## src/rtl/i2czl_pkg.sv

```systemverilog
// Shared constants and types of the I2C control-register-zero block
package i2czl_pkg;
  // System clock rate
  localparam int CLK_MHZ = 125;
  // Register byte addresses on APB
  localparam logic [7:0] A_CTRL0 = 8'h00;
  localparam logic [7:0] A_CLKCTL = 8'h04;
  localparam logic [7:0] A_SLVADR = 8'h08;
  localparam logic [7:0] A_SHIFT = 8'h0c;
  localparam logic [7:0] A_STATUS = 8'h10;
  localparam logic [7:0] A_CTRL4 = 8'h14;
  localparam logic [7:0] A_IRQST = 8'h18;
  localparam logic [7:0] A_IRQMSK = 8'h1c;
  // Control register zero fields
  localparam int CZ_BC_LSB = 0;
  localparam int CZ_EN = 3;
  localparam int CZ_FMT = 4;
  // Clock control register field
  localparam int CC_ACK = 0;
  // Slave address field lowest bit
  localparam int SA_LSB = 1;
  // Status register fields
  localparam int ST_GC = 1;
  localparam int ST_ADDRD = 2;
  localparam int ST_ARBL = 3;
  localparam int ST_PIN = 4;
  localparam int ST_BUSY = 5;
  localparam int ST_XMIT = 6;
  localparam int ST_MSEL = 7;
  // Control register four field
  localparam int C4_TFLAG = 0;
  // Interrupt status and mask fields
  localparam int NEV = 4;
  localparam int EV_BYTE = 0;
  localparam int EV_TOUT = 1;
  localparam int EV_START = 2;
  localparam int EV_STOP = 3;
  // Reset values
  localparam logic [2:0] BC_RST = 3'h0;
  localparam logic [6:0] SADR_RST = 7'h00;
  localparam logic [7:0] SHIFT_RST = 8'h00;
  localparam logic [NEV-1:0] IMSK_RST = 4'h0;
  // Address byte length after START, and general call value
  localparam logic [3:0] ADDR_BITS = 4'h8;
  localparam logic [7:0] GCALL = 8'h00;
  // Clock-high time that flags a stuck bus
  localparam int TOUT_NS = 20000;
  localparam int TOUT_CYC = TOUT_NS * CLK_MHZ / 1000;
  // Frame phase
  typedef enum logic [1:0] {
    PH_IDLE = 2'b00,
    PH_ADDR = 2'b01,
    PH_DATA = 2'b10,
    PH_SKIP = 2'b11
  } i2czl_phase_t;
endpackage

```

## src/rtl/i2czl_line.sv

```systemverilog
// Pin synchroniser and SCL edge, START and STOP detector
`timescale 1ns/1ps
module i2czl_line (
  input wire logic clock, // System clock
  input wire logic resetn, // Asynchronous reset, active low
  input wire logic scl_i, // SCL pin level
  input wire logic sda_i, // SDA pin level
  output logic scl_q, // Synchronised SCL
  output logic sda_q, // Synchronised SDA
  output logic scl_rise, // SCL rose
  output logic scl_fall, // SCL fell
  output logic start_det, // START seen
  output logic stop_det // STOP seen
);
  typedef struct packed {
    logic [1:0] m;
    logic [1:0] s;
    logic [1:0] p;
    logic rise;
    logic fall;
    logic start;
    logic stop;
  } i2czl_line_t;

  i2czl_line_t r;
  i2czl_line_t n;

  // Stage m is read only by stage s; edges compare s against p
  always_comb begin
    n = r;
    n.m = {scl_i, sda_i};
    n.s = r.m;
    n.p = r.s;
    n.rise = r.s[1] & ~r.p[1];
    n.fall = ~r.s[1] & r.p[1];
    // SDA moving while SCL stays high marks a condition
    n.start = r.s[1] & r.p[1] & ~r.s[0] & r.p[0];
    n.stop = r.s[1] & r.p[1] & r.s[0] & ~r.p[0];
  end

  // Idle bus is high, so reset to high avoids a false START
  always_ff @(posedge clock or negedge resetn) begin
    if (!resetn) begin
      r <= '{m: 2'h3, s: 2'h3, p: 2'h3, default: 1'b0};
    end else begin
      r <= n;
    end
  end

  assign scl_q = r.p[1];
  assign sda_q = r.p[0];
  assign scl_rise = r.rise;
  assign scl_fall = r.fall;
  assign start_det = r.start;
  assign stop_det = r.stop;
endmodule

```

## src/rtl/i2czl_top.sv

```systemverilog
// Control-register-zero logic of a multi-master I2C interface with APB access
`timescale 1ns/1ps
module i2czl_top #(
  parameter int TOUT_CYCLES = i2czl_pkg::TOUT_CYC
) (
  input wire logic clock, // System clock, 125 MHz
  input wire logic resetn, // Asynchronous reset, active low
  input wire logic psel, // APB select
  input wire logic penable, // APB enable
  input wire logic pwrite, // APB direction
  input wire logic [7:0] paddr, // APB byte address
  input wire logic [31:0] pwdata, // APB write data
  output logic [31:0] prdata, // APB read data
  output logic pready, // APB ready
  output logic pslverr, // APB error
  input wire logic scl_i, // SCL pin level
  output logic scl_o, // SCL drive value
  output logic scl_oe, // SCL pulled low
  input wire logic sda_i, // SDA pin level
  output logic sda_o, // SDA drive value
  output logic sda_oe, // SDA pulled low
  output logic irq // Interrupt, level
);
  localparam int TW = $clog2(TOUT_CYCLES + 1);

  typedef struct packed {
    // Register fields
    logic [2:0] bc;
    logic en;
    logic fmt;
    logic ackclk;
    logic [6:0] sadr;
    logic [7:0] shift;
    // Status flags seen by software
    logic busy;
    logic pin;
    logic addrd;
    logic gc;
    logic xmit;
    logic tflag;
    // Engine state
    logic [TW-1:0] tcnt;
    i2czl_pkg::i2czl_phase_t phase;
    logic [3:0] bitcnt;
    // Registered outputs, with interrupt status and mask
    logic scl_oe;
    logic sda_oe;
    logic [i2czl_pkg::NEV-1:0] ist;
    logic [i2czl_pkg::NEV-1:0] imk;
    logic irq;
    logic [31:0] prdata;
    logic pready;
    logic pslverr;
  } i2czl_top_t;

  i2czl_top_t r;
  i2czl_top_t n;

  logic ln_scl;
  logic ln_sda;
  logic ln_rise;
  logic ln_fall;
  logic ln_start;
  logic ln_stop;

  // Bits in a byte; a zero field means a full byte of eight
  function automatic logic [3:0] nbits(input logic [2:0] bc);
    nbits = (bc == 3'h0) ? 4'h8 : {1'b0, bc};
  endfunction

  // Whether a received address byte opens a transfer
  function automatic logic accept(input logic [7:0] adr, input logic [6:0] sadr, input logic fmt);
    accept = fmt | (adr[7:1] == sadr) | (adr == i2czl_pkg::GCALL);
  endfunction

  // Whether an APB address is mapped
  function automatic logic mapped(input logic [7:0] a);
    case (a)
      i2czl_pkg::A_CTRL0, i2czl_pkg::A_CLKCTL, i2czl_pkg::A_SLVADR, i2czl_pkg::A_SHIFT,
      i2czl_pkg::A_STATUS, i2czl_pkg::A_CTRL4, i2czl_pkg::A_IRQST, i2czl_pkg::A_IRQMSK: mapped = 1'b1;
      default: mapped = 1'b0;
    endcase
  endfunction

  // Pin conditioning; the link clock is only sampled, never used as a clock
  i2czl_line i2czl_line_inst (
    .clock(clock),
    .resetn(resetn),
    .scl_i(scl_i),
    .sda_i(sda_i),
    .scl_q(ln_scl),
    .sda_q(ln_sda),
    .scl_rise(ln_rise),
    .scl_fall(ln_fall),
    .start_det(ln_start),
    .stop_det(ln_stop)
  );

  logic setup;
  logic acc;
  logic wr;
  logic rd;
  logic [i2czl_pkg::NEV-1:0] ev;
  logic [i2czl_pkg::NEV-1:0] clr;
  logic [3:0] blen;
  logic [3:0] tgt;
  logic [7:0] stv;
  logic [31:0] rdv;

  // Next state of the whole block
  always_comb begin
    n = r;
    ev = '0;
    setup = psel & ~penable;
    acc = psel & penable & r.pready;
    wr = acc & pwrite;
    rd = acc & ~pwrite;

    // Status view; master select and arbitration lost stay 0 in this slave
    stv = 8'h00;
    stv[i2czl_pkg::ST_GC] = r.gc;
    stv[i2czl_pkg::ST_ADDRD] = r.addrd;
    stv[i2czl_pkg::ST_PIN] = r.pin;
    stv[i2czl_pkg::ST_BUSY] = r.busy;
    stv[i2czl_pkg::ST_XMIT] = r.xmit;

    // Read data is captured in the setup cycle, answered one cycle later
    rdv = 32'h0000_0000;
    case (paddr)
      i2czl_pkg::A_CTRL0: begin
        rdv[i2czl_pkg::CZ_BC_LSB +: 3] = r.bc;
        rdv[i2czl_pkg::CZ_EN] = r.en;
        rdv[i2czl_pkg::CZ_FMT] = r.fmt;
      end
      i2czl_pkg::A_CLKCTL: rdv[i2czl_pkg::CC_ACK] = r.ackclk;
      i2czl_pkg::A_SLVADR: rdv[i2czl_pkg::SA_LSB +: 7] = r.sadr;
      i2czl_pkg::A_SHIFT: rdv[7:0] = r.shift;
      i2czl_pkg::A_STATUS: rdv[7:0] = stv;
      i2czl_pkg::A_CTRL4: rdv[i2czl_pkg::C4_TFLAG] = r.tflag;
      i2czl_pkg::A_IRQST: rdv[i2czl_pkg::NEV-1:0] = r.ist;
      i2czl_pkg::A_IRQMSK: rdv[i2czl_pkg::NEV-1:0] = r.imk;
      default: rdv = 32'h0000_0000;
    endcase
    n.pready = setup;
    // Any address off the map, aligned or not, answers with an error
    n.pslverr = setup & ~mapped(paddr);
    if (setup) begin
      n.prdata = rdv;
    end

    // Register writes take effect at the completing access edge
    if (wr) begin
      case (paddr)
        i2czl_pkg::A_CTRL0: begin
          n.bc = pwdata[i2czl_pkg::CZ_BC_LSB +: 3];
          n.en = pwdata[i2czl_pkg::CZ_EN];
          n.fmt = pwdata[i2czl_pkg::CZ_FMT];
        end
        i2czl_pkg::A_CLKCTL: n.ackclk = pwdata[i2czl_pkg::CC_ACK];
        i2czl_pkg::A_SLVADR: n.sadr = pwdata[i2czl_pkg::SA_LSB +: 7];
        i2czl_pkg::A_SHIFT: begin
          // A byte loaded by software releases the held clock
          if (r.en) begin
            n.shift = pwdata[7:0];
            n.pin = 1'b1;
            n.scl_oe = 1'b0;
            n.sda_oe = r.xmit & ~pwdata[7];
          end
        end
        i2czl_pkg::A_IRQMSK: n.imk = pwdata[i2czl_pkg::NEV-1:0];
        default: n.imk = r.imk;
      endcase
    end

    // Byte length: address byte is always eight, data bytes follow the field
    blen = (r.phase == i2czl_pkg::PH_ADDR) ? i2czl_pkg::ADDR_BITS : nbits(r.bc);
    tgt = blen + {3'h0, r.ackclk};

    // Bus engine runs only while enabled
    if (r.en) begin
      // START restarts address reception from any phase, even mid-byte
      if (ln_start) begin
        n.busy = 1'b1;
        n.phase = i2czl_pkg::PH_ADDR;
        n.bitcnt = 4'h0;
        n.addrd = 1'b0;
        n.gc = 1'b0;
        n.xmit = 1'b0;
        n.sda_oe = 1'b0;
        n.scl_oe = 1'b0;
        ev[i2czl_pkg::EV_START] = 1'b1;
      end else if (ln_stop) begin
        // STOP frees the bus and drops every role
        n.busy = 1'b0;
        n.phase = i2czl_pkg::PH_IDLE;
        n.bitcnt = 4'h0;
        n.addrd = 1'b0;
        n.gc = 1'b0;
        n.xmit = 1'b0;
        n.sda_oe = 1'b0;
        n.scl_oe = 1'b0;
        ev[i2czl_pkg::EV_STOP] = 1'b1;
      end else if (ln_rise && r.phase != i2czl_pkg::PH_IDLE) begin
        // Data bits shift in on rising SCL; the acknowledge bit does not
        if (r.bitcnt < blen) begin
          n.shift = {r.shift[6:0], ln_sda};
        end
        if (r.bitcnt + 4'h1 == tgt) begin
          n.bitcnt = 4'h0;
          case (r.phase)
            i2czl_pkg::PH_ADDR: begin
              // Field cleared on every address byte, matched or not
              n.bc = 3'h0;
              if (accept(n.shift, r.sadr, r.fmt)) begin
                n.phase = i2czl_pkg::PH_DATA;
                n.pin = 1'b0;
                ev[i2czl_pkg::EV_BYTE] = 1'b1;
                if (!r.fmt) begin
                  n.addrd = 1'b1;
                  n.gc = (n.shift == i2czl_pkg::GCALL);
                  n.xmit = n.shift[0] & (n.shift != i2czl_pkg::GCALL);
                end
              end else begin
                // No match: sit out the rest of the frame
                n.phase = i2czl_pkg::PH_SKIP;
              end
            end
            i2czl_pkg::PH_DATA: begin
              // Software reloads the field before the next byte
              n.bc = 3'h0;
              n.pin = 1'b0;
              ev[i2czl_pkg::EV_BYTE] = 1'b1;
            end
            default: n.phase = r.phase;
          endcase
        end else begin
          n.bitcnt = r.bitcnt + 4'h1;
        end
      end else if (ln_fall && (r.phase == i2czl_pkg::PH_ADDR || r.phase == i2czl_pkg::PH_DATA)) begin
        // Drive changes only while SCL is low
        n.sda_oe = 1'b0;
        if (r.phase == i2czl_pkg::PH_DATA && !r.pin) begin
          // Hold SCL low until software services the byte
          n.scl_oe = 1'b1;
        end else if (r.bitcnt < blen) begin
          // Transmit: the next bit sits at the top of the shift register
          if (r.xmit) begin
            n.sda_oe = ~r.shift[7];
          end
        end else if (r.bitcnt == blen && r.ackclk && !r.xmit) begin
          // The shift register holds the whole received byte by now
          // Acknowledge only a byte this device takes part in
          if (r.phase == i2czl_pkg::PH_DATA || accept(r.shift, r.sadr, r.fmt)) begin
            n.sda_oe = 1'b1;
          end
        end
      end

      // Stuck-high SCL during a busy bus counts towards a timeout
      if (r.busy && ln_scl) begin
        // Counter parks at its limit and the flag stays set until disable, so flag and event fire only once
        if (r.tcnt != TW'(TOUT_CYCLES - 1)) begin
          n.tcnt = r.tcnt + 1'b1;
        end else if (!r.tflag) begin
          n.tflag = 1'b1;
          ev[i2czl_pkg::EV_TOUT] = 1'b1;
        end
      end else begin
        n.tcnt = '0;
      end
    end

    // Uses the written enable so clearing starts in the write cycle itself
    if (!n.en) begin
      n.sda_oe = 1'b0;
      n.scl_oe = 1'b0;
      // Bit count field is kept, so software still reads its last setting
      n.xmit = 1'b0;
      n.pin = 1'b1;
      n.busy = 1'b0;
      n.addrd = 1'b0;
      n.gc = 1'b0;
      n.tflag = 1'b0;
      n.tcnt = '0;
      n.bitcnt = 4'h0;
      n.phase = i2czl_pkg::PH_IDLE;
      ev = '0;
    end

    // Read clears only bits that were returned, so a new event survives
    clr = '0;
    if (rd && paddr == i2czl_pkg::A_IRQST) begin
      clr = r.prdata[i2czl_pkg::NEV-1:0];
    end
    n.ist = (r.ist & ~clr) | ev;
    // Level output follows the status and mask of this same edge
    n.irq = |(n.ist & n.imk);
  end

  // Single state register
  always_ff @(posedge clock or negedge resetn) begin
    if (!resetn) begin
      r <= '{
        bc: i2czl_pkg::BC_RST,
        sadr: i2czl_pkg::SADR_RST,
        shift: i2czl_pkg::SHIFT_RST,
        pin: 1'b1,
        tcnt: '0,
        phase: i2czl_pkg::PH_IDLE,
        bitcnt: 4'h0,
        ist: '0,
        imk: i2czl_pkg::IMSK_RST,
        prdata: 32'h0000_0000,
        default: 1'b0
      };
    end else begin
      r <= n;
    end
  end

  // Outputs straight from the state register; pins are open drain
  assign prdata = r.prdata;
  assign pready = r.pready;
  assign pslverr = r.pslverr;
  assign scl_oe = r.scl_oe;
  assign sda_oe = r.sda_oe;
  // Drive values stay low; only the enables pull the wires
  assign scl_o = 1'b0;
  assign sda_o = 1'b0;
  assign irq = r.irq;
endmodule

```

## config.mk

```make
export PLATFORM = sky130hd
export DESIGN_NAME = i2czl_top
export DESIGN_NICKNAME = d
export VERILOG_FILES = /design/src/rtl/i2czl_pkg.sv /design/src/rtl/i2czl_line.sv /design/src/rtl/i2czl_top.sv
export SDC_FILE = /design/constraint.sdc
export NUM_CORES = 1
export LEC_CHECK = 0
export ABC_AREA = 1
export BUFFER_PORTS_ARGS = -buffer_cell sky130_fd_sc_hd__buf_2
export CORE_ASPECT_RATIO = 1.1
export CORE_MARGIN = 3
export CORE_UTILIZATION = 50
export DETAILED_ROUTE_END_ITERATION = 10
export GPL_TIMING_DRIVEN = 0
export PLACE_DENSITY = 0.84
export SYNTH_ARGS = -nofsm -noshare
export SYNTH_HDL_FRONTEND = slang
export SYNTH_SLANG_ARGS = --single-unit
```

## constraint.sdc

```tcl
create_clock -name clock -period 2.59 [get_ports clock]
set_input_delay 0.259 -clock clock [delete_from_list [all_inputs] [get_ports clock]]
set_output_delay 0.259 -clock clock [all_outputs]
set_load 0.01 [all_outputs]
```

-- Word level (Yosys, flattened, before mapping)
Memories as Yosys holds them, arrays and structs flattened.
Cells that the tools add are included.
- add/sub/neg operators: 3
- equality and inequality tests: 24
- shifts and indexed selects: 0
- bitwise operators: 32
- order comparisons: 1
- multipliers: 0
- muxes and demuxes: 83
- divide/modulo/power cells: 0
- reduce and logical (&&, ||, !) cells: 29
- operators by type and width (kind ; count):
    $mux W8 ; 12
    $mux W4 ; 11
    $mux W34 ; 1
    $eq A8 B5 Y1 const B ; 4
    $mux W3 ; 10
    $mux W1 ; 29
    $mux W26 ; 1
    $logic_not A8 Y1 ; 3
    $mux W12 ; 2
    $mux W21 ; 1
    $pmux W3 S6 ; 1
    $eq A8 B4 Y1 const B ; 2
    $ne A4 B1 Y1 const B ; 4
    $and A1 B1 Y1 ; 15
    $eq A7 B7 Y1 ; 2
    $mux W2 ; 7
    $add A12 B1 Y12 const B ; 1
    $ne A12 B12 Y1 const B ; 1
    $reduce_and A2 Y1 ; 6
    $not A1 Y1 ; 9
    $pmux W3 S3 ; 1
    $and A4 B4 Y4 ; 2
    $eq A4 B4 Y1 ; 2
    $eq A8 B3 Y1 const B ; 1
    30 further kinds ; 44
- register bits after elaboration: 76
- bits in writable memories: 0
- output and inout bits: 39
- input port bits: 47
- latch bits: 0
- bits in read-only memories: 32
- memories: 1
- memories (memory ; words ; bits a word ; read ports ; clocked after Yosys merged registers in ; write ports ; RTL line ; source):
    (no name shown) ; 32 ; 1 ; 1 ; 0 ; 0 ; i2czl_top.sv:78 ; case (a)

-- Longest topological paths before layout
Gate-level depths: netlist of run 1.
- depth in word-level cells: 23
- depth in mapped cells: 25
- depth with buffers taken out: 25

-- By module
From an unflattened synthesis of run 1, not the netlist that was laid out.
- cells, all modules: 619
- area, all modules: 4790.8 um2
- modules (own cells, without submodules) (module ; cells an instance ; area each (um2) ; times used ; sequential area each (um2)):
    i2czl_top ; 598 ; 4491.8 ; 1 ; 1652.8
    i2czl_line ; 21 ; 299.0 ; 1 ; 257.7

-- Worst setup path after synthesis of run 1
No wires, ideal clock.
- path kind: reg2reg
- start: register r[50] in the netlist's numbering
- end: register r[65] in the netlist's numbering
- stages on the path, launching flop included: 23
- setup slack: -42 ps
- arrival time: 2549 ps
- required time: 2507 ps
- library setup time: 83 ps
- buffers on the path: 1
- cells stage by stage: dfrtp_1 inv_1 ha_1 nor2_1 inv_1 ha_1 inv_1 o21bai_1 nand3_1 nand2_4 inv_2 buf_2 nand2_1 nand2_2 nor2_1 nand3_1 nor2_2 nor2_2 nand2_4 nand2_1 nand2_2 nand3_1 o21ai_0
- cells in the longest elaborated chain, start to end: 18
- ends and longest elaborated chain (item ; RTL line ; source):
    start, declared ; i2czl_top.sv:56 ; i2czl_top_t r;
    start signal, assigned ; i2czl_top.sv:303 ; r <= '{
    start signal, assigned ; i2czl_top.sv:317 ; r <= n;
    $eq A2 B1 Y1 ; i2czl_top.sv:176, i2czl_top.sv:210 ;
    $mux W4 ; i2czl_top.sv:176 ; blen = (r.phase == i2czl_pkg::PH_ADDR) ? i2czl_pkg::ADDR_BITS : nbits(r.bc);
    $lt A4 B4 Y1 ; i2czl_top.sv:205 ; if (r.bitcnt < blen) begin
    $mux W8 ; i2czl_top.sv:205 ;
    $mux W8 ; i2czl_top.sv:203 ; end else if (ln_rise && r.phase != i2czl_pkg::PH_IDLE) begin
    $mux W8 ; i2czl_top.sv:192 ; end else if (ln_stop) begin
    $mux W8 ; i2czl_top.sv:182 ; if (ln_start) begin
    $mux W8 ; i2czl_top.sv:180 ; if (r.en) begin
    [... 2 more ...] ; n/a ;
    $mux W4 ; i2czl_top.sv:214 ; if (accept(n.shift, r.sadr, r.fmt)) begin
    $mux W3 ; i2czl_top.sv:210 ; case (r.phase)
    $mux W4 ; i2czl_top.sv:208 ; if (r.bitcnt + 4'h1 == tgt) begin
    $mux W4 ; i2czl_top.sv:203 ;
    $mux W3 ; i2czl_top.sv:192 ;
    $mux W3 ; i2czl_top.sv:182 ;
    $mux W34 ; i2czl_top.sv:180 ;
    $mux W26 ; i2czl_top.sv:274 ; if (!n.en) begin
Parallel ways exist; a longest one is shown, timed or not. The select of a mux whose other input is x is not followed.
A chain may end at the register's enable or synchronous reset.

==> results.txt, run 1 <==
status -> finished, violations left
failing checks -> negative setup slack
Ports -> 86
Syn Inst Count -> 610
initial antenna violation count -> 0
GRT Residual Overflow -> 0
CTS tree -> built
WHS -> 0.160 ns
syn_area_per_cell -> 7.81 µm²
placer's final routability congestion estimate -> 0.972
highest cell delay on the worst timing path -> 0.41 ns
die height -> 108 µm
CTS clk-pin slew, worst paths -> 0.09 ns
CP Launch Type -> flop
area post-placement -> 0.00521 mm²
post-synthesis sequential area ratio -> 40.1%
R2R cell count -> 23
arrival time worst endpoint -> 3.03 ns
ratio of cells with drive above 1 in the final layout -> 27.3%
TritonCTS Sinks -> 76
Yosys warnings -> 0
CP Class -> reg2reg
CP max FO -> 5
worst relative slew slack -> 48.9%
XOR/XNOR share of the synthesized area -> 1.65%
Root Driver -> clkbuf_8
Final Skew -> 0.0187 ns
first-pass GRT wire length -> 20.2 mm
CP required -> 2.89 ns
#FFs+latches synth -> 76
Adder-Cell Fraction of Synth Area -> 2.89%
# setup viols final -> 7
die span in x -> 99.1 µm
top-area cell type share of the netlist area -> 36.2%
final cell count without fillers -> 817
largest family of logic cells by synthesized area -> simple AND/OR/NAND/NOR gates
ys async rst share -> 100%
CP Capture Type -> flop
GRT Total Usage -> 23.5%
library cells used by synthesis -> 48
nets@finish -> 756
Core Region -> 0.00905 mm²
Cell Area, Synth -> 0.00476 mm²
R2R Path End -> irq
number of flops mapped to enable cells by yosys -> 0
period utilisation layout -> 106%
routed wire length -> 12.6 mm
largest cells by area after synthesis -> dfrtp_1 36%, nand2_1 10%, inv_1 6.2%
area grow syn2layout -> 21.1%
Post-synth top cells -> 132 x nand2_1, 79 x inv_1, 69 x dfrtp_1
clk_lat worst skew -> 0.36 ns
RSZ-0062 raised after global routing -> true
final instance area -> 0.00577 mm²
Critical Path, Cell by Cell -> ha_4 -> nor2_4 -> inv_2 -> ha_4 -> inv_2 -> o21bai_1 -> nand3_1 -> nand2_4 -> inv_4 -> buf_12 -> nand2_4 -> nand2_4 -> nor2_2 -> nand2_1 -> nor2_2 -> nor2_2 -> nand2_4 -> nand2_2 -> nand2_2 -> nand2_2 -> nand2_2 -> nand2_1 -> nand2_1
Vias/cell -> 5.45
# diodes -> 0
Setup TNS -> -0.703 ns
Compound-Gate Fraction of Synth Area -> 13.0%
Residual DRC -> 0
R2R Setup Slk -> -0.14 ns
Starting Density -> 52.6%
clock tree buffer depth -> 2
final setup margin -> -0.143 ns
simple-gate share of the synthesized area -> 28.3%
Max Slew Vio Count -> 0
post-route minimum period -> 2.73 ns
vias in the first global route -> 4282
critical path launch point -> r[49]
top-count cell post-synth -> nand2_1
final antenna-violating net count -> 0
largest net degree at the start of global routing -> 60
Site Rows -> 36
# port buffers -> 35
wire per inst -> 15.4 µm
placed cells -> 785
min-delay src -> paddr[7]
hpwl dp -> 9.18 mm
Pwr Density -> 649 mW/mm²
Initial DRC Count -> 427
# H-tree levels -> 3
die area -> 0.0107 mm²
ys flop type -> dfrtp_1
Peak VDD IR -> 254 µV
Leak -> 2.83 nW
CTS Buf Count -> 9
Critical Path End -> irq
Slew @ Worst Pin -> 0.763 ns
detailed-router iteration count before antenna repair -> 5
CP max stage cell -> dfrtp_1
via count -> 4455
FMAX -> 366 MHz
final hold viol count -> 0
r2r startpoint -> r[49]
mux cell area share after synthesis -> 0.709%
Final Total Pwr -> 0.00374 W
Hold/Removal Path Class -> in2reg
maxcap violations -> 0
area leader, netlist -> dfrtp_1
registers in the layout, indices dropped and copies added (netlist names):
| signal | cells |
|---|---|
| i2czl_line_inst.sda_q | 1 |
| irq | 1 |
| pready | 1 |
| r | 53 |
| scl_oe | 1 |
| i2czl_line_inst.scl_fall | 1 |
| i2czl_line_inst.n | 4 |
| i2czl_line_inst.scl_rise | 1 |
| pslverr | 1 |
| i2czl_line_inst.stop_det | 1 |
| i2czl_line_inst.scl_q | 1 |
| i2czl_line_inst.start_det | 1 |
| sda_oe | 1 |
| prdata | 8 |
cells by family (layout without fill, tap and decap cells):
kind of cell,Yosys count,after routing
compound gates,106,106
xor+xnor,9,9
fa+ha+maj,11,11
buf+inv,127,195
flops,76,76
mux,3,3
other cells,1,26
simple gates,277,277
per-layer routing:
layer  track usage [%]  share of wire (%)  vias to the layer above
li1                  -                  -                     2123
met5                 0                  0                        -
met4              11.2                3.3                        0
met2              41.0                 51                      205
met3              3.42                6.8                       37
met1              28.4                 39                     2090
what timing repair did:
item                                    CTS  global route
buffers inserted                          9             3
gates cloned                              1             1
gates resized for setup                  31            28
pin swaps                                 7            23
hold endpoints to repair                 19             0
endpoints found under the setup margin    7             7
hold buffers                              3             0
worst min path at each step:
stage | to | slack [ns] | depth (start not counted)
2_1_floorplan | i2czl_line_inst.scl_fall | -0.04 | 0
3_3_place_gp | i2czl_line_inst.n[4] | 0.35 | 0
3_5_place_dp | r[72] | 0.15 | 1
4_1_cts | pslverr | 0.15 | 3
5_1_grt | r[82] | 0.17 | 2
6_report | pslverr | 0.16 | 3
placed cells by master (no fill, tap or decap), types with 9 or more instances in the layout:
| cell | count |
|---|---|
| a21oi_1 | 34 |
| conb_1 | 26 |
| buf_2 | 37 |
| clkbuf_8 | 10 |
| ha_1 | 9 |
| nand2_1 | 116 |
| buf_4 | 45 |
| dfrtp_1 | 69 |
| nand2_4 | 14 |
| nand3_1 | 32 |
| nor2_1 | 37 |
| nand2_2 | 15 |
| nor2_2 | 11 |
| o21ai_0 | 31 |
| nor3_1 | 13 |
| inv_1 | 76 |
per-stage QoR:
step / utilization [%] / worst slack, ns
2_1_floorplan: - / 0.0251
3_3_place_gp: 57.2 / -0.378
3_5_place_dp: 57.5 / -0.410
4_1_cts: 62.2 / -0.0528
5_1_grt: 63.7 / -0.340
6_report: 63.7 / -0.143
worst max-delay path, delay by kind of cell (launching register included):
kind | cells | cell delay [ns]
AO/OA/AOI/OAI | 1 | 0.12
adder cells (fa/ha/maj) | 2 | 0.45
buffers and inverters | 4 | 0.29
flip-flops | 1 | 0.41
AND/OR/NAND/NOR | 16 | 1.41
area by class of cell:
class                           instances  area (µm²)
Buffer                                 42         324
Clock buffer                           10         138
Clock inverter                          6        46.3
Inverter                               85         324
Tap cell                              114         143
Sequential cell                        76        1910
Multi-Input combinational cell        432        2510
Timing Repair Buffer                   52         370
Fill cell                             748        3280
where the power goes:
group	total [W]	switching [W]	internal, W
clock network	0.000867	0.000486	0.000381
registers	0.00152	0.000200	0.00132
logic	0.00136	0.000786	0.000570
total	0.00374	0.00147	0.00227
Power figures use the tool's default switching activity.
==> inputs of run 2 (changes only) <==
- BUFFER_PORTS_ARGS: -buffer_cell sky130_fd_sc_hd__buf_2 -> -buffer_cell sky130_fd_sc_hd__buf_4
==> results.txt, run 2 (synthesis gave the netlist of run 1 again) <==
Hold/Removal Path Class -> in2async (was in2reg)
CP Launch Type -> flop (unchanged)
CTS tree -> built (unchanged)
clock tree buffer depth -> 2 (unchanged)
Pwr Density -> 660 mW/mm² (was 649 mW/mm²)
Sequential cell area -> 0.00191 mm² (unchanged)
switching power -> 0.00141 W (was 0.00147 W)
Final Skew -> 0.00944 ns (was 0.0187 ns)
CP Capture Type -> flop (unchanged)
initial antenna violation count -> 0 (unchanged)
die height -> 108 µm (unchanged)
placer's final routability congestion estimate -> 0.909 (was 0.972)
GRT Residual Overflow -> 0 (unchanged)
clk_lat worst skew -> 0.36 ns (about the same)
RSZ-0062 raised after global routing -> true (unchanged)
Max Slew Vio Count -> 0 (unchanged)
wire per inst -> 15.1 µm (was 15.4 µm)
Root Driver -> clkbuf_8 (unchanged)
area of the multi-input gates -> 0.00245 mm² (was 0.00251 mm²)
nets@finish -> 757 (was 756)
CP max FO -> 5 (unchanged)
Slew @ Worst Pin -> 0.960 ns (was 0.763 ns)
Ports -> 86 (unchanged)
status -> finished, violations left (unchanged)
most frequent cells in the layout -> 121 x nand2_1, 82 x buf_4, 78 x inv_1 (was 116 x nand2_1, 76 x inv_1, 69 x dfrtp_1)
ratio of cells with drive above 1 in the final layout -> 26.4% (was 27.3%)
largest net degree at the start of global routing -> 77 (was 60)
# fillers -> 733 (was 748)
Initial DRC Count -> 310 (was 427)
final setup margin -> -0.107 ns (was -0.143 ns)
final cell count without fillers -> 818 (was 817)
final hold viol count -> 0 (unchanged)
CP Class -> reg2reg (unchanged)
detailed-router iteration count before antenna repair -> 7 (was 5)
final antenna-violating net count -> 0 (unchanged)
arrival time worst endpoint -> 3.00 ns (was 3.03 ns)
# H-tree levels -> 3 (unchanged)
maxcap violations -> 0 (unchanged)
period utilisation layout -> 104% (was 106%)
Final Total Pwr -> 0.00382 W (was 0.00374 W)
Residual DRC -> 0 (unchanged)
Site Rows -> 36 (unchanged)
CP delay by family, top -> simple AND/OR/NAND/NOR gates (unchanged)
failing checks -> negative setup slack (unchanged)
die span in x -> 99.1 µm (unchanged)
CP required -> 2.90 ns (was 2.89 ns)
Internal Dissipation -> 0.00242 W (was 0.00227 W)
Starting Density -> 52.6% (unchanged)
commonest non-fill, non-tap cell in the layout -> nand2_1 (unchanged)
first-pass GRT wire length -> 20.1 mm (was 20.2 mm)
GRT Total Usage -> 23.6% (was 23.5%)
R2R Setup Slk -> -0.11 ns (was -0.14 ns)
Net Sw Frac -> 36.8% (was 39.3%)
Core Region -> 0.00905 mm² (unchanged)
worst relative slew slack -> 36.0% (was 48.9%)
Clk pwr share -> 27.8% (was 23.2%)
TritonCTS Sinks -> 76 (unchanged)
# diodes -> 0 (unchanged)
placed cells -> 784 (was 785)
Peak VDD IR -> 315 µV (was 254 µV)
CTS clk-pin slew, worst paths -> 0.09 ns (about the same)
WHS -> 0.0141 ns (was 0.160 ns)
FMAX -> 371 MHz (was 366 MHz)
combinational share of power -> 33.0% (was 36.3%)
crit-path most repeated cell -> nand2_2
Reg power frac -> 39.2% (was 40.6%)
Vias/cell -> 5.40 (was 5.45)
post-route minimum period -> 2.70 ns (was 2.73 ns)
area grow syn2layout -> 21.5% (was 21.1%)
max reg flops -> 53 (unchanged)
R2R cell count -> 24 (was 23)
highest cell delay on the worst timing path -> 0.39 ns (was 0.41 ns)
routed wire length -> 12.4 mm (was 12.6 mm)
Leak -> 2.85 nW (was 2.83 nW)
R2R Path End -> irq (unchanged)
Buf/Inv on CP -> 5 (was 4)
# port buffers -> 35 (unchanged)
Critical Path, Cell by Cell -> inv_2 -> ha_4 -> nor2_4 -> inv_1 -> ha_1 -> inv_1 -> o21bai_1 -> nand3_1 -> nand2_4 -> inv_4 -> buf_8 -> nand2_4 -> nand2_2 -> nor2_2 -> nand3_1 -> nor2_2 -> nor2_2 -> nand2_4 -> nand2_2 -> nand2_2 -> nand2_2 -> nand2_2 -> nand2_1 -> nand2_1 (was ha_4 -> nor2_4 -> inv_2 -> ha_4 -> inv_2 -> o21bai_1 -> nand3_1 -> nand2_4 -> inv_4 -> buf_12 -> nand2_4 -> nand2_4 -> nor2_2 -> nand2_1 -> nor2_2 -> nor2_2 -> nand2_4 -> nand2_2 -> nand2_2 -> nand2_2 -> nand2_2 -> nand2_1 -> nand2_1)
CTS Buf Count -> 9 (unchanged)
CP max stage cell -> dfrtp_1 (unchanged)
# setup viols final -> 7 (unchanged)
die area -> 0.0107 mm² (unchanged)
via count -> 4416 (was 4455)
hpwl dp -> 8.88 mm (was 9.18 mm)
vias in the first global route -> 4090 (was 4282)
Reg with most FFs -> r (unchanged)
r2r startpoint -> r[50] (was r[49])
-- run 2: changes by cell type in the layout (fill, tap and decap cells not counted), sizes merged, moves of 2 or more --
cell | before | now
clkbuf | 13 | 11
inv | 86 | 88
buf | 88 | 91
clkinv | 3 | 1
bufinv | 0 | 2
-- run 2: metrics by stage --
step           util (%)  setup TNS, ns  area, µm²  setup slack [ns]
2_1_floorplan         -              0       4860            0.0251
3_3_place_gp       58.2          -2.48       5270            -0.404
3_5_place_dp       58.2          -2.99       5270            -0.499
4_1_cts            63.2         -0.142       5720           -0.0463
5_1_grt            63.9          -1.37       5790            -0.233
6_report           63.9         -0.408       5790            -0.107
-- run 2: power groups by stage --
stage	sequential, W	combinational, W	clock (W)
after floorplan	0.00145	0.000767	0
after global placement	0.00150	0.000991	0
after detailed placement	0.00150	0.00102	0
after CTS	0.00149	0.00117	0.00108
after global routing	0.00152	0.00141	0.00113
final	0.00150	0.00126	0.00106
-- run 2: worst max-delay path by stage --
stage          start  endpoint  slack (ns)  depth (start not counted)
4_1_cts        r[50]     r[65]       -0.05                         22
3_5_place_dp   r[50]     r[65]       -0.50                         20
3_3_place_gp   r[50]     r[65]       -0.40                         20
6_report       r[50]       irq       -0.11                         24
5_1_grt        r[50]     r[64]       -0.23                         22
2_1_floorplan  r[50]     r[65]        0.03                         22
-- run 2: timing repair --
item,CTS,global route
setup buffers,11,4
endpoints found under the setup margin,7,8
hold buffers,2,0
cloned,1,0
resized for setup,29,12
hold endpoints to repair,2,0
pin swaps,14,12
-- run 2: per-layer routing --
| layer | share of wire, % | vias to the layer above | global-route usage (%) |
|---|---|---|---|
| li1 | - | 2126 | - |
| met1 | 39 | 2082 | 29.8 |
| met2 | 51 | 176 | 40.0 |
| met3 | 6.5 | 32 | 4.00 |
| met4 | 2.9 | 0 | 10.0 |
| met5 | 0 | - | 0 |
-- run 2: layout make-up --
class	count	share of cell area [%]
Timing Repair Buffer	53	7.05
Clock inverter	7	1.82
Inverter	85	5.60
Multi-Input combinational cell	432	42.4
Sequential cell	76	33.0
Buffer	42	5.51
Clock buffer	9	2.14
Tap cell	114	2.46
-- run 2: worst register-to-register path, stage by stage, from the launching register on --
cell and delay [ns]:
dfrtp_1 0.39, inv_2 0.07, ha_4 0.19, nor2_4 0.09, inv_1 0.04, ha_1 0.26, inv_1 0.04, o21bai_1 0.11
nand3_1 0.12, nand2_4 0.13, inv_4 0.05, buf_8 0.13, nand2_4 0.07, nand2_2 0.07, nor2_2 0.12, nand3_1 0.09
nor2_2 0.16, nor2_2 0.07, nand2_4 0.11, nand2_2 0.06, nand2_2 0.06, nand2_2 0.06, nand2_2 0.06, nand2_1 0.04
nand2_1 0.06
==> inputs of run 3 (changes only) <==
==> constraint.sdc (replaced) <==
create_clock -name clock -period 2.59 [get_ports clock]
set_input_delay 0.3885 -clock clock [delete_from_list [all_inputs] [get_ports clock]]
set_output_delay 0.3885 -clock clock [all_outputs]
set_load 0.01 [all_outputs]
==> results.txt, run 3 (synthesis gave the netlist of run 1 again) <==
routed wire length -> 12.4 mm (about the same)
commonest non-fill, non-tap cell in the layout -> nand2_1 (unchanged)
final hold viol count -> 0 (unchanged)
# H-tree levels -> 3 (unchanged)
CP max FO -> 5 (unchanged)
Ports -> 86 (unchanged)
met3 wire len -> 718 µm (was 799 µm)
# diodes -> 0 (unchanged)
detailed-router iteration count before antenna repair -> 6 (was 7)
wire per inst -> 15.2 µm (was 15.1 µm)
Hold/Removal Path Class -> in2reg (was in2async)
TritonCTS Sinks -> 76 (unchanged)
Buf/Inv on CP -> 5 (unchanged)
Initial DRC Count -> 344 (was 310)
status -> finished, violations left (unchanged)
maxcap violations -> 0 (unchanged)
Final Skew -> 0.00980 ns (was 0.00944 ns)
CP max stage cell -> dfrtp_1 (unchanged)
Critical Path, Cell by Cell -> inv_2 -> ha_4 -> nor2_4 -> inv_1 -> ha_1 -> inv_1 -> o21bai_1 -> nand3_1 -> nand2_4 -> inv_4 -> buf_8 -> nand2_4 -> nand2_2 -> nor2_2 -> nand3_1 -> nor2_2 -> nor2_2 -> nand2_4 -> nand2_2 -> nand2_2 -> nand2_2 -> nand2_2 -> nand2_1 -> nand2_1 (unchanged)
CP Class -> reg2reg (unchanged)
post-route minimum period -> 2.69 ns (was 2.70 ns)
vias in the first global route -> 4096 (was 4090)
die span in x -> 99.1 µm (unchanged)
# fillers -> 735 (was 733)
R2R cell count -> 24 (unchanged)
# setup viols final -> 6 (was 7)
nets@finish -> 755 (was 757)
worst relative slew slack -> 35.5% (was 36.0%)
critical path depth -> 24 (unchanged)
Vias/cell -> 5.39 (was 5.40)
# port buffers -> 35 (unchanged)
Starting Density -> 52.6% (unchanged)
highest routed layer -> met4 (unchanged)
CTS clk-pin slew, worst paths -> 0.09 ns (about the same)
met2 wire length -> 6.33 mm (was 6.36 mm)
CP Capture Type -> flop (unchanged)
die area -> 0.0107 mm² (unchanged)
initial antenna violation count -> 0 (unchanged)
final antenna-violating net count -> 0 (unchanged)
final instance area -> 0.00577 mm² (was 0.00579 mm²)
largest net degree at the start of global routing -> 77 (unchanged)
Root Driver -> clkbuf_8 (unchanged)
CP Launch Type -> flop (unchanged)
via count -> 4398 (was 4416)
CTS Buf Count -> 9 (unchanged)
CP delay by family, top -> simple AND/OR/NAND/NOR gates (unchanged)
CP required -> 2.89 ns (was 2.90 ns)
Reg with most FFs -> r (unchanged)
Slew @ Worst Pin -> 0.968 ns (was 0.960 ns)
period utilisation layout -> 104% (about the same)
Site Rows -> 36 (unchanged)
crit-path most repeated cell -> nand2_2 (unchanged)
WHS Path Cells -> 1
Leak -> 2.84 nW (was 2.85 nW)
Setup TNS -> -0.353 ns (was -0.408 ns)
ratio of cells with drive above 1 in the final layout -> 26.5% (was 26.4%)
highest cell delay on the worst timing path -> 0.38 ns (was 0.39 ns)
GRT Total Usage -> 23.6% (about the same)
first-pass GRT wire length -> 20.1 mm (about the same)
M1 WL -> 4.90 mm (was 4.86 mm)
Peak VDD IR -> 315 µV (about the same)
max reg flops -> 53 (unchanged)
final setup margin -> -0.0990 ns (was -0.107 ns)
placer's final routability congestion estimate -> 0.909 (unchanged)
die height -> 108 µm (unchanged)
failing checks -> negative setup slack (unchanged)
FMAX -> 372 MHz (was 371 MHz)
Pwr Density -> 662 mW/mm² (was 660 mW/mm²)
RSZ-0062 raised after global routing -> true (unchanged)
Max Slew Vio Count -> 0 (unchanged)
CTS tree -> built (unchanged)
area post-placement -> 0.00527 mm² (unchanged)
clock tree buffer depth -> 2 (unchanged)
arrival time worst endpoint -> 2.99 ns (was 3.00 ns)
GRT Residual Overflow -> 0 (unchanged)
hpwl dp -> 8.88 mm (unchanged)
Core Region -> 0.00905 mm² (unchanged)
area grow syn2layout -> 21.1% (was 21.5%)
pre-CTS setup slack -> -0.499 ns (unchanged)
Residual DRC -> 0 (unchanged)
clk_lat worst skew -> 0.36 ns (about the same)
most frequent cells in the layout -> 121 x nand2_1, 82 x buf_4, 78 x inv_1 (unchanged)
[run 3: cell count changes in the layout (fill, tap and decap cells not counted), sizes merged]
cell | before | now
dlygate4sd3 | 2 | 0
[run 3: power breakdown]
group | leakage [nW] | internal [W] | switching, W
logic | 1.80 | 0.000534 | 0.000724
clock network | 0.113 | 0.000560 | 0.000502
registers | 0.930 | 0.00132 | 0.000178
[run 3: timing repair]
action | in CTS | in global routing
hold buffers | 0 | 0
pin swaps | 14 | 12
gates resized for setup | 29 | 12
gates cloned | 1 | 0
setup endpoints to repair | 7 | 8
buffers inserted | 11 | 4
[run 3: worst reg2reg max path: cells and delay by family (launching register included)]
family	cells	cell delay [ns]
AND/OR/NAND/NOR	16	1.37
flip-flops	1	0.38
adder cells (fa/ha/maj)	2	0.44
buffers and inverters	5	0.33
AO/OA/AOI/OAI	1	0.11
[run 3: area by class of cell]
type                    instances  area [µm²]  share of cell area, %
repair buffers                 51         388                   6.73
well taps                     114         143                   2.47
flip-flops and latches         76        1910                   33.1
clock inverters                 7         105                   1.82
plain buffers                  42         319                   5.53
clock buffers                   9         124                   2.15
multi-input cells             432        2450                   42.5
inverters                      85         324                   5.62
[run 3: worst paths after layout]
path / slack [ns] / startpoint / endpoint
min in group asynchronous: 0.15 / resetn / r[73]
hold reg to reg: 0.35 / i2czl_line_inst.n[6] / i2czl_line_inst.n[4]
setup reg to reg: -0.1 / r[50] / irq
max in group asynchronous: 1.78 / resetn / r[48]
hold / removal: 0.13 / scl_i / i2czl_line_inst.n[7]
setup / recovery: -0.1 / r[50] / irq
[run 3: layer usage]
metal | vias up | global-route usage, %
li1 | 2124 | -
met5 | - | 0
met2 | 179 | 40.0
met1 | 2055 | 29.8
met4 | 0 | 10.0
met3 | 40 | 4.00
[run 3: metrics by stage]
stage               cells  total power (W)  utilization (%)  hold slack [ns]
global placement      784          0.00249             58.2            0.347
detailed placement    784          0.00253             58.2            0.348
floorplan             635          0.00222                -           0.0929
finish                816          0.00382             63.7            0.133
CTS                   812          0.00373             63.0            0.121
global route          816          0.00406             63.7            0.114
